$ cat config.mk
export PLATFORM = sky130hd
export DESIGN_NAME = thermal_supervision_control
export DESIGN_NICKNAME = d
export VERILOG_FILES = /design/src/hdl/clock_gater.v /design/src/hdl/thermal_supervision_control.v
export VERILOG_INCLUDE_DIRS = /design/src /design/src/hdl
export SDC_FILE = /design/constraint.sdc
export NUM_CORES = 1
export LEC_CHECK = 0
export ABC_CLOCK_PERIOD_IN_PS = 3100
export BUFFER_PORTS_ARGS = -buffer_cell sky130_fd_sc_hd__buf_2
export CAP_MARGIN = 20
export CORE_UTILIZATION = 55
export DETAILED_ROUTE_END_ITERATION = 8
export PLACE_DENSITY = 0.73
export SETUP_SLACK_MARGIN = 0.4
export SLEW_MARGIN = 30
export SYNTH_ARGS = -nofsm -noshare
export SYNTH_HDL_FRONTEND = slang
export SYNTH_SLANG_ARGS = --single-unit
$ cat constraint.sdc
create_clock -name sys_clk_i -period 3.1 [get_ports sys_clk_i]
set_input_delay 0 -clock sys_clk_i [delete_from_list [all_inputs] [get_ports sys_clk_i]]
set_output_delay 0 -clock sys_clk_i [all_outputs]
set_load 0.01 [all_outputs]
$ cat src/hdl/thermal_defs.vh
// Function
// - Three die sensors, two for processor cores, one for graphics/memory die, readable.
// - Sensor reading returned to software saturates at maximum operating temperature.
// - Above fixed activation threshold, reduce power until at or below maximum.
// - Control circuit picks frequency/voltage stepping or clock gating by itself.
// - Step ratio and voltage code down together, repeat until minimum or cooled.
// - Still hot at minimum frequency: start core clock gating, hold minimum.
// - Clock gating runs core clock for a 30 to 50 percent duty cycle.
// - Below maximum operating temperature the control deactivates and gating stops.
// - Halt all execution when junction temperature exceeds about 125 degrees.
// - Catastrophic trip stays latched until a full power-on restart.
// - Catastrophic trip protection is always enabled, firmware cannot disable it.
// - Indicator steady red when processor above 105 or graphics die above 100 (code: only while boot_done_i is high).
// - Indicator blinks red at a regular interval when processor above 125.
`ifndef THERMAL_DEFS_VH
`define THERMAL_DEFS_VH

// Temperatures in whole degrees C, 8-bit
`define TEMP_W              8
`define PROC_MAX_TEMP       8'h69
`define GFX_MAX_TEMP        8'h64
`define TRIP_TEMP           8'h7D
// Core ratio and voltage code
`define RATIO_W             6
`define VID_W               7
`define RATIO_MAX           6'h19
`define RATIO_MIN           6'h07
`define VID_MAX             7'h3C
`define VID_STEP            7'h02
// Timing: step dwell in ns and blink half-period in ms at 200 MHz
`define CLK_PERIOD_NS       5
`define STEP_DWELL_NS       10000
`define BLINK_HALF_MS       250
// Gating period of 8 cycles, clock runs 3 of them (37.5 percent)
`define GATE_PERIOD         4'h8
`define GATE_ON             4'h3

`endif

$ cat src/hdl/clock_gater.v
`timescale 1ns/10ps
`include "thermal_defs.vh"
module clock_gater
  (
    // Clock and reset
    input  wire sys_clk_i,
    input  wire rst_i,
    // Control
    input  wire gate_en_i,
    // Gate output, high while the core clock may run
    output wire core_clk_en_o
  );

  reg  [3:0] phase_r;
  reg  [3:0] phase_nxt;
  reg        run_r;

  // Phase counter wraps every gating period
  always @*
  begin
    if (phase_r == `GATE_PERIOD - 4'h1)
      phase_nxt = 4'h0;
    else
      phase_nxt = phase_r + 4'h1;
  end

  // Registered enable; full run when gating is off
  always @(posedge sys_clk_i)
  begin
    if (rst_i || !gate_en_i)
    begin
      phase_r <= 4'h0;
      run_r   <= 1'b1;
    end
    else
    begin
      phase_r <= phase_nxt;
      run_r   <= (phase_nxt < `GATE_ON);
    end
  end

  assign core_clk_en_o = run_r;

endmodule

$ cat src/hdl/thermal_supervision_control.v
`timescale 1ns/10ps
`include "thermal_defs.vh"
module thermal_supervision_control
  #(
    parameter DWELL_CYCLES = (`STEP_DWELL_NS + `CLK_PERIOD_NS - 1) / `CLK_PERIOD_NS,
    parameter BLINK_CYCLES = `BLINK_HALF_MS * 1000000 / `CLK_PERIOD_NS
  )
  (
    // Clock and resets
    input  wire                 sys_clk_i,
    input  wire                 rst_i,
    input  wire                 por_i,
    // Raw die sensor readings
    input  wire [`TEMP_W-1:0]   core0_temp_i,
    input  wire [`TEMP_W-1:0]   core1_temp_i,
    input  wire [`TEMP_W-1:0]   gfx_temp_i,
    // Firmware control
    input  wire                 tcc_enable_i,
    input  wire                 boot_done_i,
    input  wire [1:0]           sensor_sel_i,
    // Saturated sensor value for software
    output reg  [`TEMP_W-1:0]   sensor_rdata_o,
    // Core clock and regulator
    output wire [`RATIO_W-1:0]  core_ratio_o,
    output wire [`VID_W-1:0]    voltage_id_code_o,
    output wire                 core_clk_en_o,
    output wire                 tcc_active_o,
    output wire                 halt_o,
    output wire                 catastrophic_trip_n_o,
    // Front-panel indicator
    output wire                 thermal_indicator_o
  );

  // Control states: idle, frequency and voltage stepping, clock gating
  localparam ST_IDLE  = 2'h0;
  localparam ST_STEP  = 2'h1;
  localparam ST_GATE  = 2'h2;

  // Larger of two readings
  function [`TEMP_W-1:0] tmax;
    input [`TEMP_W-1:0] a;
    input [`TEMP_W-1:0] b;
    begin
      tmax = (a > b) ? a : b;
    end
  endfunction

  // Clamp to a limit
  function [`TEMP_W-1:0] tsat;
    input [`TEMP_W-1:0] t;
    input [`TEMP_W-1:0] lim;
    begin
      tsat = (t > lim) ? lim : t;
    end
  endfunction

  // Control loop state
  reg  [1:0]           state_r;
  reg  [1:0]           state_nxt;
  reg  [`RATIO_W-1:0]  ratio_r;
  reg  [`RATIO_W-1:0]  ratio_nxt;
  reg  [`VID_W-1:0]    vid_r;
  reg  [`VID_W-1:0]    vid_nxt;
  reg  [31:0]          dwell_r;
  // Trip latch and indicator timing
  reg                  trip_r;
  reg  [31:0]          blink_cnt_r;
  reg                  blink_r;
  reg                  hot_r;
  reg                  trip_hot_r;

  // Conditions derived from the sensor readings and the dwell counter
  wire [`TEMP_W-1:0]   proc_temp;
  wire                 over_thr;
  wire                 at_or_below;
  wire                 dwell_done;
  wire                 steady_red;

  // Hottest processor core drives the control loop
  assign proc_temp   = tmax(core0_temp_i, core1_temp_i);
  assign over_thr    = (proc_temp > `PROC_MAX_TEMP);
  assign at_or_below = !over_thr;
  assign dwell_done  = (dwell_r == 32'h0);

  // Software read mux with saturation per die limit
  // Select 3 reads zero; there is no fourth sensor behind it
  always @(posedge sys_clk_i)
  begin
    if (rst_i)
      sensor_rdata_o <= 8'h00;
    else
    begin
      case (sensor_sel_i)
        2'h0:    sensor_rdata_o <= tsat(core0_temp_i, `PROC_MAX_TEMP);
        2'h1:    sensor_rdata_o <= tsat(core1_temp_i, `PROC_MAX_TEMP);
        2'h2:    sensor_rdata_o <= tsat(gfx_temp_i, `GFX_MAX_TEMP);
        default: sensor_rdata_o <= 8'h00;
      endcase
    end
  end

  // Control circuit state machine picks its own method
  // Gating is tried only once stepping has reached the minimum ratio
  always @*
  begin
    state_nxt = state_r;
    ratio_nxt = ratio_r;
    vid_nxt   = vid_r;
    case (state_r)
      ST_IDLE:
      begin
        // Full ratio and voltage code while the loop is idle
        ratio_nxt = `RATIO_MAX;
        vid_nxt   = `VID_MAX;
        if (tcc_enable_i && over_thr)
          state_nxt = ST_STEP;
      end
      ST_STEP:
      begin
        if (!tcc_enable_i || at_or_below)
          state_nxt = ST_IDLE;
        else if (dwell_done)
        begin
          if (ratio_r == `RATIO_MIN)
            state_nxt = ST_GATE;
          else
          begin
            // Ratio and voltage code move together
            ratio_nxt = ratio_r - 6'h01;
            vid_nxt   = vid_r - `VID_STEP;
          end
        end
      end
      ST_GATE:
      begin
        // Hold minimum ratio; gating runs in the gater below
        if (!tcc_enable_i || at_or_below)
          state_nxt = ST_IDLE;
      end
      default:
        state_nxt = ST_IDLE;
    endcase
  end

  // Dwell between steps lets the die respond before the next decision
  // A shorter dwell reacts faster but may step past the point where the die cools
  always @(posedge sys_clk_i)
  begin
    if (rst_i)
    begin
      state_r <= ST_IDLE;
      ratio_r <= `RATIO_MAX;
      vid_r   <= `VID_MAX;
      dwell_r <= 32'h0;
    end
    else
    begin
      state_r <= state_nxt;
      ratio_r <= ratio_nxt;
      vid_r   <= vid_nxt;
      if (state_r == ST_IDLE || dwell_done)
        dwell_r <= DWELL_CYCLES;
      else
        dwell_r <= dwell_r - 32'h1;
    end
  end

  // Catastrophic trip: cleared only by power-on reset, never by rst_i or firmware
  // A warm reset must not free a halted die, so rst_i has no term here
  // The latch is unknown until por_i is seen, so raise it with rst_i at power-up
  always @(posedge sys_clk_i)
  begin
    if (por_i)
      trip_r <= 1'b0;
    else if (proc_temp > `TRIP_TEMP)
      trip_r <= 1'b1;
  end

  // Blink timer and indicator conditions
  // The blink timer runs free, so the first blink after a trip may be short
  always @(posedge sys_clk_i)
  begin
    if (rst_i)
    begin
      blink_cnt_r <= 32'h0;
      blink_r     <= 1'b0;
      hot_r       <= 1'b0;
      trip_hot_r  <= 1'b0;
    end
    else
    begin
      if (blink_cnt_r == BLINK_CYCLES - 1)
      begin
        blink_cnt_r <= 32'h0;
        blink_r     <= !blink_r;
      end
      else
        blink_cnt_r <= blink_cnt_r + 32'h1;
      hot_r      <= boot_done_i && (over_thr || gfx_temp_i > `GFX_MAX_TEMP);
      trip_hot_r <= (proc_temp > `TRIP_TEMP) || trip_r;
    end
  end

  // Steady red waits for boot done; the trip blink does not
  assign steady_red = hot_r;
  // Blinking wins over steady red
  // so a halted die is never shown as merely warm
  assign thermal_indicator_o = trip_hot_r ? blink_r : steady_red;

  // Gater shares rst_i so gating stops at once on a warm reset
  clock_gater u_gater
  (
    .sys_clk_i     (sys_clk_i),
    .rst_i         (rst_i),
    .gate_en_i     (state_r == ST_GATE),
    .core_clk_en_o (core_clk_en_o)
  );

  // Ratio, voltage code and trip come straight from flip-flops
  assign core_ratio_o          = ratio_r;
  assign voltage_id_code_o     = vid_r;
  assign tcc_active_o          = (state_r != ST_IDLE);
  assign halt_o                = trip_r;
  assign catastrophic_trip_n_o = !trip_r;

endmodule

# Word level (Yosys, flattened, before mapping)
# Cells that the tools add are included.
# classes
addsub	5
order_cmp	7
eq_ne	14
reduce_logical	21
mux	22
# ops
operator	n
8-bit by 7-bit > comparator with 1-bit output (second input constant)	5
32-bit by 1-bit adder with 32-bit output (second input constant)	1
32-bit by 26-bit == test with 1-bit output (second input constant)	1
32-bit zero test	1
8-bit two-way mux	4
32-bit by 1-bit subtractor with 32-bit output (second input constant)	1
8-bit case mux with 3 select lines	1
7-bit two-way mux	3
6-bit two-way mux	3
7-bit case mux with 2 select lines	1
6-bit case mux with 2 select lines	1
11-bit two-way mux	1
2-bit two-way mux	5
2-bit inequality test (second input constant)	5
8-bit > comparator	1
4-bit AND reduction	2
7-bit by 2-bit subtractor with 7-bit output (second input constant)	1
6-bit by 3-bit == test with 1-bit output (second input constant)	1
3-bit inequality test (second input constant)	2
2-bit case mux with 3 select lines	1
6-bit by 1-bit subtractor with 6-bit output (second input constant)	1
1-bit zero test	5
1-bit logical OR	5
4-bit by 1-bit adder with 4-bit output (second input constant)	1
other kinds (10)	16
# word_totals
input_bits	31
out_inout_bits	26
elab_cells	82
regBits	96

# Longest topological paths before layout
# depth
depth_word	7
depth_mapped	10
mapped_depth_nobuf	9

# Hierarchy
# A second synthesis with hierarchy kept.
# hier_totals
hier_cells	534
hier_area_um2	4551.9
# modules_own_cells
module	seq_area_each_um2	instances	area_each_um2	cells_per_inst
thermal_supervision_control	1801.7	1	4321.6	512
clock_gater	100.1	1	230.2	22

# Worst setup path after synthesis
# OpenSTA, ideal clock, no wires.
# synth_path
path_type	register to register
startpoint	register dwell_r[7]
endpoint	register vid_r[4], in the netlist voltage_id_code_o[4]
required_time_ns	2.972
slack_ns	0.931
n_path_buf	1
setup_time_ns	0.128
path_stages_with_launch	9
arrival_time_ns	2.041
synth_period_minus_slack_ns	2.169
path_cell_list	dfxtp_1 or3_1 nor4_4 nand4b_2 nor3_4 nand4_1 clkbuf_1 o31ai_1 o31ai_1
# synth_via
elab_chain_len	3
# synth_rtl
item	line_no	text
start, declared	thermal_supervision_control.v:64	reg [31:0] dwell_r;
start signal, assigned	thermal_supervision_control.v:164	dwell_r <= dwell_r - 32'h1;
32-bit zero test	thermal_supervision_control.v:83	assign dwell_done = (dwell_r == 32'h0);
2-bit inequality test (no line)	-	
4-bit AND reduction (no line)	-	
end signal, assigned	thermal_supervision_control.v:153	vid_r <= `VID_MAX;
end signal, assigned	thermal_supervision_control.v:160	vid_r <= vid_nxt;
end, declared	thermal_supervision_control.v:62	reg [`VID_W-1:0] vid_r;
# No other way between the ends.
# A chain may end at the register's enable or synchronous reset.

# Final worst setup path
# layout_path
startpoint	register dwell_r[7]
endpoint	register ratio_r[5], in the netlist core_ratio_o[5]
# layout_via
elab_chain_len	3
# layout_rtl
item	line_no	text
32-bit zero test	thermal_supervision_control.v:83	
2-bit inequality test (no line)	-	
4-bit AND reduction (no line)	-	
end signal, assigned	thermal_supervision_control.v:152	ratio_r <= `RATIO_MAX;
end signal, assigned	thermal_supervision_control.v:159	ratio_r <= ratio_nxt;
end, declared	thermal_supervision_control.v:60	reg [`RATIO_W-1:0] ratio_r;
# No other way between the ends.

==> metrics.txt <==
status finished clean; CP required 3390 ps; Syn Area/Cell 8.31 sq um; H-tree depth 3; share of cells above drive strength 1 13.8%; Area Overhead vs Synth 15.4%; final wirelength 9040 microns; share of the synthesized area in the top cell type 41.7%; PortBufs 55; CTS max path bufs 2; clock sinks 95; drt drc 0; Resized Gates After CTS 0; final hold viol count 0; Detailed Routing Iterations Pass 1 6; number of synthesized flops with an enable pin 0; die width 93.1 microns; Post-Route Skew 8.91 ps; final worst slack 602 ps; Fillers 666; WHS Path Cells 3; initial antenna violation count 0; total power 0.00256 W; pre-CTS setup slack 620 ps; Async SR Flop Fraction 0%; cell accounting for the most synthesized area dfxtp_1; Min Clock Period, post-route 2500 ps; fin. max-slew vios 0; CTS clk-pin slew, worst paths 90 ps; # rows 32; Critical Setup Path Class register to register; core region area 0.00789 sq mm; Worst Hold Class primary input to register; Initial Util 57.9%; Slew headroom 50.7%; Seq pwr share 49.7%; max-cap violations 0; FF+latch count, synth 95; ys flop type dfxtp_1; CTS tree done; DR WL/cell 12.6 microns; dpl cells 694; CP Data Arrival Time 2790 ps; first-pass GRT wire length 15,400 microns; clock share of power 41.0%; largest net degree at the start of global routing 32; number of unique standard cell types used by synthesis 53; pwr/cell area 486 mW/mm^2; Nets 656; Synth area leaders dfxtp_1 42%, nor2_1 9.0%, xnor2_1 5.8%; Via density 5.39; RSZ-0062 raised after global routing no; sequential area share after synthesis 41.7%; Detail Route Antenna Nets 0; vias in the first global route 3,575; GP Congestion 0.833; P_sw 0.000587 W; antenna fix cells 0; CTS Buf Count 9; cell count of the worst reg-to-reg path 8; switching fraction of total power 22.9%; synth warn 0; Tot GR Track Use 22.1%; final setup vio count 0; setup TNS 0 ps; die height 93.1 microns; critical path capture point type register; Static Leakage 2.14 nW; DP HPWL 6450 microns; CTS Root Cell clkbuf_8; Logic pwr share 9.2%; Max IR drop VDD 0.308 mV; drt initial violations 127; Cells after Synth 549; fmax 400 MHz; Final Instance Count excl. Fillers 717; Post-CTS Setup Bufs 0; cell internal pwr 0.00197 W; post-route clock period utilization 80.6%; Placement Cell Area 0.00493 sq mm; Worst-Margin Slew 733 ps; I/O Pins 57; startpoint class of the critical path register; DR vias 3,865; Critical Path Fanout Max 13; GRT Residual Overflow 0; Cell Area, Synth 0.00456 sq mm; clk_lat worst skew 350 ps; Design Area, Final 0.00527 sq mm; Die ar. 0.00867 sq mm
[flip-flops by register name, indices dropped and copies added (netlist names)]
signal and cells:
halt_o 1, state_r 2, u_gater.phase_r 4, trip_hot_r 1, hot_r 1, voltage_id_code_o 6
blink_cnt_r 32, dwell_r 32, blink_r 1, core_ratio_o 6, sensor_rdata_o 8, u_gater.core_clk_en_o 1
[logic make-up after synthesis]
| kind of cell | count (synthesis) | share of synthesized area [%] |
|---|---|---|
| other | 1 | 0.0822 |
| buffers and inverters | 41 | 3.54 |
| xor gates and xnor gates | 58 | 11.1 |
| adders and majority gates | 15 | 4.11 |
| AOI/OAI and AO/OA | 66 | 9.18 |
| and+or+nand+nor | 272 | 30.0 |
| DFF | 95 | 41.7 |
| muxes | 1 | 0.247 |
[synth_stat cells (3+ instances only)]
cell,instances
clkbuf_1,10
dfxtp_1,95
xnor2_1,30
nand4_1,7
o2bb2ai_1,3
ha_1,15
xor2_1,28
o31ai_1,7
and2_1,3
or3_1,12
a31oi_1,4
nand3_1,19
nand2b_1,7
inv_1,24
nor3b_1,6
a311oi_1,3
a2bb2oi_1,3
nor3_1,21
and3_1,10
a21oi_1,24
nor4_1,15
nor2_1,109
o21ai_0,10
and4_1,4
nor2b_1,3
buf_2,3
a21o_1,4
nand2_1,38
buf_1,3
[cell usage in the layout (no fill, tap or decap), types with 7 or more instances in the layout]
cell,n
nor4_1,15
nand3_1,19
or3_1,12
o21ai_0,10
nor2_1,109
buf_2,55
nand2b_1,7
xor2_1,28
nand2_1,38
dfxtp_1,95
a21oi_1,24
xnor2_1,30
ha_1,15
inv_1,24
and3_1,10
dlygate4sd3_1,7
clkbuf_8,9
nor3_1,21
nand4_1,7
o31ai_1,7
[layout make-up]
type	instances	area (sq um)	share of cell area (%)
well taps	102	128	2.42
clock buffers	9	124	2.35
inverters	24	90.1	1.71
clock inverters	7	143	2.71
multi-input cells	414	2500	47.6
flip-flops and latches	95	1900	36.1
repair buffers	66	375	7.13
[critical path, cell delays in order (launching register included)]
cell and delay [ps]:
dfxtp_1 350, or3_1 430, nor4_4 280, nand4b_2 210
nor3_4 230, nand4_1 150, buf_4 210, or4_1 500
o21ai_1 80
[per-stage QoR]
stage	hold WS, ps	util [%]
5_1_grt	8.75	66.8
3_3_place_gp	158	62.5
4_1_cts	0.0440	66.8
3_5_place_dp	160	62.5
2_1_floorplan	72.4	-
6_report	8.16	66.8
[power by group through the flow]
stage	Combinational (W)	Clock [W]	Sequential (W)
finish	0.000237	0.00105	0.00127
global route	0.000264	0.00114	0.00128
CTS	0.000236	0.00108	0.00127
detailed placement	0.000227	0	0.00130
global placement	0.000223	0	0.00130
floorplan	0.000151	0	0.00130
[metal layers]
metal	global-route usage [%]	share of wire, %	wire [microns]	vias up
met5	0	0	0	-
met4	7.69	1.2	112	0
met3	4.63	3.2	292	11
met2	36.2	46	4170	61
met1	28.7	49	4470	1786
li1	-	-	-	2007
[what timing repair did]
| action | 4_1_cts | 5_1_grt |
|---|---|---|
| endpoints found under the setup margin | 0 | 0 |
| endpoints found under the hold margin | 8 | 0 |
| hold buffers | 7 | 0 |
[path summary, 6_finish.rpt]
| check | start | to | slack (ps) |
|---|---|---|---|
| worst max-delay path | dwell_r[7] | core_ratio_o[5] | 600 |
| worst min-delay path | gfx_temp_i[7] | hot_r | 8 |
| worst max register to register | dwell_r[7] | core_ratio_o[5] | 600 |
| worst min register to register | core_ratio_o[5] | core_ratio_o[5] | 490 |
Power figures use the tool's default switching activity.
